==> src/mhcs_pkg.sv <==
// Package for the modulator high carrier select block: offsets, fields, codes
package mhcs_pkg;
  localparam int MHCS_ADR_W = 8;
  localparam int MHCS_DAT_W = 32;
  localparam int MHCS_CTRL_W = 8;
  localparam int MHCS_NSRC = 7;
  localparam int MHCS_NPIN = 5;
  // Register byte offsets
  localparam logic [7:0] MHCS_OFS_CTRL = 8'h00;
  localparam logic [7:0] MHCS_OFS_STAT = 8'h04;
  // Control register fields
  localparam int MHCS_BIT_PIN_DIS = 7;
  localparam int MHCS_BIT_INVERT = 6;
  localparam int MHCS_BIT_SYNC = 5;
  localparam int MHCS_SEL_MSB = 3;
  localparam logic [7:0] MHCS_CTRL_RESET = 8'h00;
  localparam logic [7:0] MHCS_CTRL_WMASK = 8'hef;
  // Status register fields
  localparam int MHCS_STAT_ON_HIGH = 0;
  localparam int MHCS_STAT_PENDING = 1;
  localparam int MHCS_STAT_CARRIER = 2;
  // Source select codes
  localparam logic [3:0] MHCS_SEL_GROUND = 4'h0;
  localparam logic [3:0] MHCS_SEL_CIN1 = 4'h1;
  localparam logic [3:0] MHCS_SEL_CIN2 = 4'h2;
  localparam logic [3:0] MHCS_SEL_REFCLK = 4'h3;
  localparam logic [3:0] MHCS_SEL_CCU1 = 4'h4;
  localparam logic [3:0] MHCS_SEL_CCU2 = 4'h5;
  localparam logic [3:0] MHCS_SEL_CCU3 = 4'h6;
  localparam logic [3:0] MHCS_SEL_CCU4 = 4'h7;
  // Source vector positions
  localparam int MHCS_SRC_CIN1 = 0;
  localparam int MHCS_SRC_CIN2 = 1;
  localparam int MHCS_SRC_REFCLK = 2;
  localparam int MHCS_SRC_CCU1 = 3;
  // Pin disable vector positions
  localparam int MHCS_PIN_REFCLK = 0;
  localparam int MHCS_PIN_CCU1 = 1;
endpackage

==> src/mhcs_top.sv <==
// Modulator high carrier select, conditioning and high-to-low switching
`timescale 1ns/1ps
`default_nettype none
module mhcs_top (
  // Clock and reset
  input wire logic CLK_I,
  input wire logic RESET_I,
  // Wishbone slave
  input wire logic CYC_I,
  input wire logic STB_I,
  input wire logic WE_I,
  input wire logic [mhcs_pkg::MHCS_ADR_W-1:0] ADR_I,
  input wire logic [3:0] SEL_I,
  input wire logic [mhcs_pkg::MHCS_DAT_W-1:0] DAT_I,
  output logic [mhcs_pkg::MHCS_DAT_W-1:0] DAT_O,
  output logic ACK_O,
  // Carrier sources
  input wire logic CARRIER_INPUT_PIN_1_I,
  input wire logic CARRIER_INPUT_PIN_2_I,
  input wire logic REFCLK_SIGNAL_I,
  input wire logic [3:0] CAPTURE_COMPARE_OUT_I,
  input wire logic [3:0] CAPTURE_COMPARE_PWM_MODE_I,
  // Modulator switching inputs
  input wire logic MOD_DATA_I,
  input wire logic LOW_CARRIER_I,
  // Outputs
  output logic HI_CARRIER_O,
  output logic MOD_OUT_O,
  output logic [mhcs_pkg::MHCS_NPIN-1:0] SRC_PIN_DISABLE_O
);
  import mhcs_pkg::*;

  // Codes 0100..0111 name the capture/compare units
  function automatic logic is_unit_code(input logic [3:0] sel);
    return sel[3] == 1'b0 && sel[2] == 1'b1;
  endfunction

  // Picks one synchronised source; reserved codes and idle units give zero
  function automatic logic select_carrier(input logic [3:0] sel, input logic [MHCS_NSRC-1:0] src,
                                          input logic [3:0] pwm);
    logic res;
    res = 1'b0;
    if (sel == MHCS_SEL_CIN1) begin
      res = src[MHCS_SRC_CIN1];
    end else if (sel == MHCS_SEL_CIN2) begin
      res = src[MHCS_SRC_CIN2];
    end else if (sel == MHCS_SEL_REFCLK) begin
      res = src[MHCS_SRC_REFCLK];
    end else if (is_unit_code(sel)) begin
      res = src[MHCS_SRC_CCU1 + int'(sel[1:0])] & pwm[sel[1:0]];
    end
    return res;
  endfunction

  // Bus and register state
  logic ack_ff, nxt_ack;
  logic [MHCS_DAT_W-1:0] dat_ff, nxt_dat;
  logic [MHCS_CTRL_W-1:0] ctrl_ff, nxt_ctrl;
  logic bus_req;
  logic [3:0] sel_code;

  assign bus_req = CYC_I & STB_I;
  assign sel_code = ctrl_ff[MHCS_SEL_MSB:0];

  // Source synchronisers
  logic [MHCS_NSRC-1:0] src_meta_ff, src_sync_ff, src_raw;

  assign src_raw = {CAPTURE_COMPARE_OUT_I, REFCLK_SIGNAL_I, CARRIER_INPUT_PIN_2_I, CARRIER_INPUT_PIN_1_I};

  // Carrier conditioning and switching state
  logic hc_ff, nxt_hc;
  logic hc_prev_ff;
  logic on_high_ff, nxt_on_high;
  logic mod_ff, nxt_mod;
  logic [MHCS_NPIN-1:0] pin_dis_ff, nxt_pin_dis;
  logic hc_fall;
  logic carrier_raw;

  assign carrier_raw = select_carrier(sel_code, src_sync_ff, CAPTURE_COMPARE_PWM_MODE_I);
  assign hc_fall = hc_prev_ff & ~hc_ff;

  // Register file next state
  always_comb begin
    nxt_ack = bus_req & ~ack_ff;
    nxt_dat = '0;
    nxt_ctrl = ctrl_ff;
    if (bus_req && !ack_ff) begin
      if (ADR_I == MHCS_OFS_CTRL) begin
        nxt_dat[MHCS_CTRL_W-1:0] = ctrl_ff;
      end else if (ADR_I == MHCS_OFS_STAT) begin
        nxt_dat[MHCS_STAT_ON_HIGH] = on_high_ff;
        nxt_dat[MHCS_STAT_PENDING] = on_high_ff & ~MOD_DATA_I;
        nxt_dat[MHCS_STAT_CARRIER] = hc_ff;
      end
    end
    // Write lands on the edge where the master sees ack, as classic cycles demand
    if (bus_req && ack_ff && WE_I && SEL_I[0] && ADR_I == MHCS_OFS_CTRL) begin
      nxt_ctrl = DAT_I[MHCS_CTRL_W-1:0] & MHCS_CTRL_WMASK;
    end
  end

  always_ff @(posedge CLK_I or posedge RESET_I) begin
    if (RESET_I) begin
      ack_ff <= 1'b0;
      dat_ff <= '0;
      ctrl_ff <= MHCS_CTRL_RESET;
    end else begin
      ack_ff <= nxt_ack;
      dat_ff <= nxt_dat;
      ctrl_ff <= nxt_ctrl;
    end
  end

  // Pins and other clocks reach us asynchronously
  always_ff @(posedge CLK_I or posedge RESET_I) begin
    if (RESET_I) begin
      src_meta_ff <= '0;
      src_sync_ff <= '0;
    end else begin
      src_meta_ff <= src_raw;
      src_sync_ff <= src_meta_ff;
    end
  end

  // Carrier and switch next state
  always_comb begin
    nxt_hc = carrier_raw ^ ctrl_ff[MHCS_BIT_INVERT];
    if (MOD_DATA_I) begin
      nxt_on_high = 1'b1;
    end else if (on_high_ff && ctrl_ff[MHCS_BIT_SYNC] && !hc_fall) begin
      nxt_on_high = 1'b1;
    end else begin
      nxt_on_high = 1'b0;
    end
    // Unsynchronised switching can cut a carrier pulse short
    nxt_mod = nxt_on_high ? hc_ff : LOW_CARRIER_I;
    nxt_pin_dis = '0;
    if (ctrl_ff[MHCS_BIT_PIN_DIS]) begin
      if (sel_code == MHCS_SEL_REFCLK) begin
        nxt_pin_dis[MHCS_PIN_REFCLK] = 1'b1;
      end else if (is_unit_code(sel_code)) begin
        nxt_pin_dis[MHCS_PIN_CCU1 + int'(sel_code[1:0])] = 1'b1;
      end
    end
  end

  always_ff @(posedge CLK_I or posedge RESET_I) begin
    if (RESET_I) begin
      hc_ff <= 1'b0;
      hc_prev_ff <= 1'b0;
      on_high_ff <= 1'b0;
      mod_ff <= 1'b0;
      pin_dis_ff <= '0;
    end else begin
      hc_ff <= nxt_hc;
      hc_prev_ff <= hc_ff;
      on_high_ff <= nxt_on_high;
      mod_ff <= nxt_mod;
      pin_dis_ff <= nxt_pin_dis;
    end
  end

  assign ACK_O = ack_ff;
  assign DAT_O = dat_ff;
  assign HI_CARRIER_O = hc_ff;
  assign MOD_OUT_O = mod_ff;
  assign SRC_PIN_DISABLE_O = pin_dis_ff;
endmodule
`default_nettype wire

==> config.mk <==
export PLATFORM = sky130hd
export DESIGN_NAME = mhcs_top
export DESIGN_NICKNAME = d
export VERILOG_FILES = /design/src/mhcs_pkg.sv /design/src/mhcs_top.sv
export SDC_FILE = /design/constraint.sdc
export NUM_CORES = 1
export LEC_CHECK = 0
export ABC_CLOCK_PERIOD_IN_PS = 2150
export BUFFER_PORTS_ARGS = -buffer_cell sky130_fd_sc_hd__buf_2
export CORE_ASPECT_RATIO = 1.1
export CORE_MARGIN = 2
export CORE_UTILIZATION = 38
export DETAILED_ROUTE_END_ITERATION = 16
export PLACE_DENSITY_LB_ADDON = 0.15
export REMOVE_ABC_BUFFERS = 1
export SYNTH_ARGS = -nofsm -noshare
export SYNTH_HDL_FRONTEND = slang
export SYNTH_SLANG_ARGS = --single-unit
==> constraint.sdc <==
create_clock -name CLK_I -period 2.15 [get_ports CLK_I]
set_input_delay 0.3225 -clock CLK_I [delete_from_list [all_inputs] [get_ports CLK_I]]
set_output_delay 0.3225 -clock CLK_I [all_outputs]
set_load 0.05 [all_outputs]
==> results.cfg <==
[logic_synthesis]
synth_area_leaders = dfrtp_1, buf_4, ha_1, mux2_2, mux4_2
netlist_top_cells_count = dfrtp_1, buf_4, ha_1, mux2_2, nand2_1
synth_cell_types = 29
synth_most_common_cell = dfrtp_1
syn_area_sq_um = 1687
syn_area_per_cell_sq_um = 12.97
synth_top_area_cell = dfrtp_1
synth_top_area_share_pct = 56.38
yosysWarnings = 0
synth_ff_type = dfrtp_1
synth-edff-count = 0
synth-seq-area-share_pct = 56.38
async_flop_share_pct = 100.0
ys_seq_elements = 38
synthCells = 130

[floorplan]
die_height_um = 73.88
die_area_sq_um = 4988
num_rows = 25
core_sq_um = 4285
ios = 102
die_w_um = 67.52
start_util_pct = 39.36

[routing]
drtIter0Drc = 21
wl_per_cell_um = 11.79
wl_um = 2866
final_antenna_net_count = 0
dr.pass1.iters = 4
viasPerCell = 4.416
drc = 0
num_vias = 1073

[sta]
rsz0062_at_grt = false
slew_viol_final = 0
setup-tns-final_ns = 0
tightest_slew_ns = 0.5456
relSlewSlack_pct = 63.29
hold_viol_final = 0
min_period_ns = 1.961
setup_viol = 0
max_freq_ghz = 0.5100
skew_ns = 0.008411
period_share_pct = 91.20

[critical_path]
path_class = register to register
cp.arrival_ns = 2.19
rr_worst_depth = 6
cp.required_ns = 2.38
endpoint_kind = register
r2r_end = HI_CARRIER_O$_DFF_PP0_
worst-r2r-setup-slack_ns = 0.19
cp-start-kind = register
critPathMaxFanout = 4
crit_slowest_cell = mux4_2
path_cells = inv_1 > ha_1 > mux2i_1 > mux4_2 > a2111o_1 > nand2_1
cpPeakStageDelay_ns = 0.49
critical-path-top-delay-family = multiplexers
crit_buf_inv = 1
regToRegStartpoint = ctrl_ff[0]$_DFFE_PP0P_

[cts]
cts_buffers = 5
cts.sinks = 38
cts-root-buf = clkbuf_8
cts_setup_buffers = 0
worstSkewPairLatency_ns = 0.29
cts.clk_slew.worst_paths_ns = 0.07
cts_tree = built
ctsResizeCount = 0
ctsHoldBuffers = 0
cts.htree.levels = 2
cts.path.max_buffers = 2

[grt]
grt_first_pass_wirelength_um = 4547
antenna_found_initial = 0
grt_max_degree = 39
gr-total-overflow = 0
grt_pass1_vias = 1036
gr-usage-all-layers_pct = 12.67

[power_and_ir_drop]
vdd.ir_drop.worst_uv = 412.4
seqPwrFrac_pct = 49.9
clkPwrFrac_pct = 38.9
p_per_area_nw_per_um2 = 726.4
combPwrFrac_pct = 11.2
leakage_uw = 0.001094
power_switching_share_pct = 24.82
finalPower_uw = 1477
internal_power_uw = 1110
power_switching_uw = 366.6

[cells_and_area]
area_growth_pct = 20.55
drive_gt1_share_pct = 37.04
final_nets = 258
diodes = 0

[placement]
hpwl_um = 2232
numPortBuffers = 48
gp_congestion = 0.8574

[hold_path]
hold_class = input pin to asynchronous set/reset pin

[status]
outcome = finished, final reports clean

[run]
cap_violations = 0
-- layout by cell type (no fill, tap or decap), drive strengths merged, types with 3 or more instances in the layout --
cell type | synthesis | final
and2 | 4 | 4
conb | 1 | 25
nand2 | 7 | 7
and3 | 4 | 4
inv | 3 | 3
mux2 | 8 | 8
ha | 8 | 8
buf | 25 | 52
mux2i | 4 | 4
nor2 | 3 | 3
dfrtp | 38 | 38
clkbuf | 0 | 7
nor2b | 4 | 4
-- logic make-up after synthesis --
kind of cell,after synthesis,synth area share (%)
muxes,14,10.39
buffers and inverters,28,11.80
AOI/OAI and AO/OA,9,4.155
other,1,0.2223
and+or+nand+nor,32,11.13
DFF,38,56.38
adders and majority gates,8,5.935
-- power groups by stage --
stage | Combinational [uW] | Clock, uW | Sequential (uW)
floorplan | 119 | 0 | 757
global placement | 164 | 0 | 750
detailed placement | 167 | 0 | 751
CTS | 167 | 591 | 737
global route | 180 | 629 | 738
finish | 166 | 574 | 737
-- how the worst max path moves through the flow --
stage	start	end	slack, ns	cells past startpoint
after global routing	ctrl_ff[0]$_DFFE_PP0P_	HI_CARRIER_O$_DFF_PP0_	0.08	6
final	ctrl_ff[0]$_DFFE_PP0P_	HI_CARRIER_O$_DFF_PP0_	0.19	6
after CTS	ctrl_ff[0]$_DFFE_PP0P_	HI_CARRIER_O$_DFF_PP0_	0.16	6
after global placement	ctrl_ff[0]$_DFFE_PP0P_	HI_CARRIER_O$_DFF_PP0_	0.18	6
after floorplan	ctrl_ff[0]$_DFFE_PP0P_	HI_CARRIER_O$_DFF_PP0_	0.05	6
after detailed placement	ADR_I[7]	ctrl_ff[3]$_DFFE_PP0P_	0.16	5
-- final cells by class --
cell class              instances  area, sq um
fillers                       411         2252
flip-flops and latches         38        950.9
multi-input cells              88        626.9
repair buffers                 52        270.3
clock buffers                   7        76.32
well taps                      54        67.56
clock inverters                 1        30.03
inverters                       3        11.26
-- sequential cells by signal, indices dropped and copies added (netlist names) --
register	count
ctrl_ff	7
SRC_PIN_DISABLE_O	5
hc_prev_ff	1
MOD_OUT_O	1
ACK_O	1
DAT_O	7
on_high_ff	1
src_meta_ff	7
HI_CARRIER_O	1
src_sync_ff	7
-- tightest hold or removal path, stage by stage --
cell   delay, ns
buf_2       0.09
inv_1       0.04
buf_4       0.40
-- routing by layer --
layer / track usage, % / share of wire [%] / up-vias / wire length (um)
met3: 4.288 / 8.6 / 5 / 246
li1: - / - / 505 / -
met5: 0 / 0 / - / 0
met4: 6.122 / 1.8 / 0 / 51
met1: 13.66 / 38 / 518 / 1084
met2: 21.90 / 52 / 45 / 1485
-- metrics by stage --
step | cell area, sq um | instances | hold WS (ns) | util (%) | setup slack [ns]
floorplan | 1589 | 129 | 0.3312 | - | 0.05358
global placement | 1927 | 235 | 0.3332 | 44.96 | 0.1849
detailed placement | 1927 | 235 | 0.3362 | 44.96 | 0.1586
CTS | 2033 | 243 | 0.1328 | 47.45 | 0.1641
global route | 2033 | 243 | 0.1260 | 47.45 | 0.08029
finish | 2033 | 243 | 0.1302 | 47.45 | 0.1893
Power figures use the tool's default switching activity.
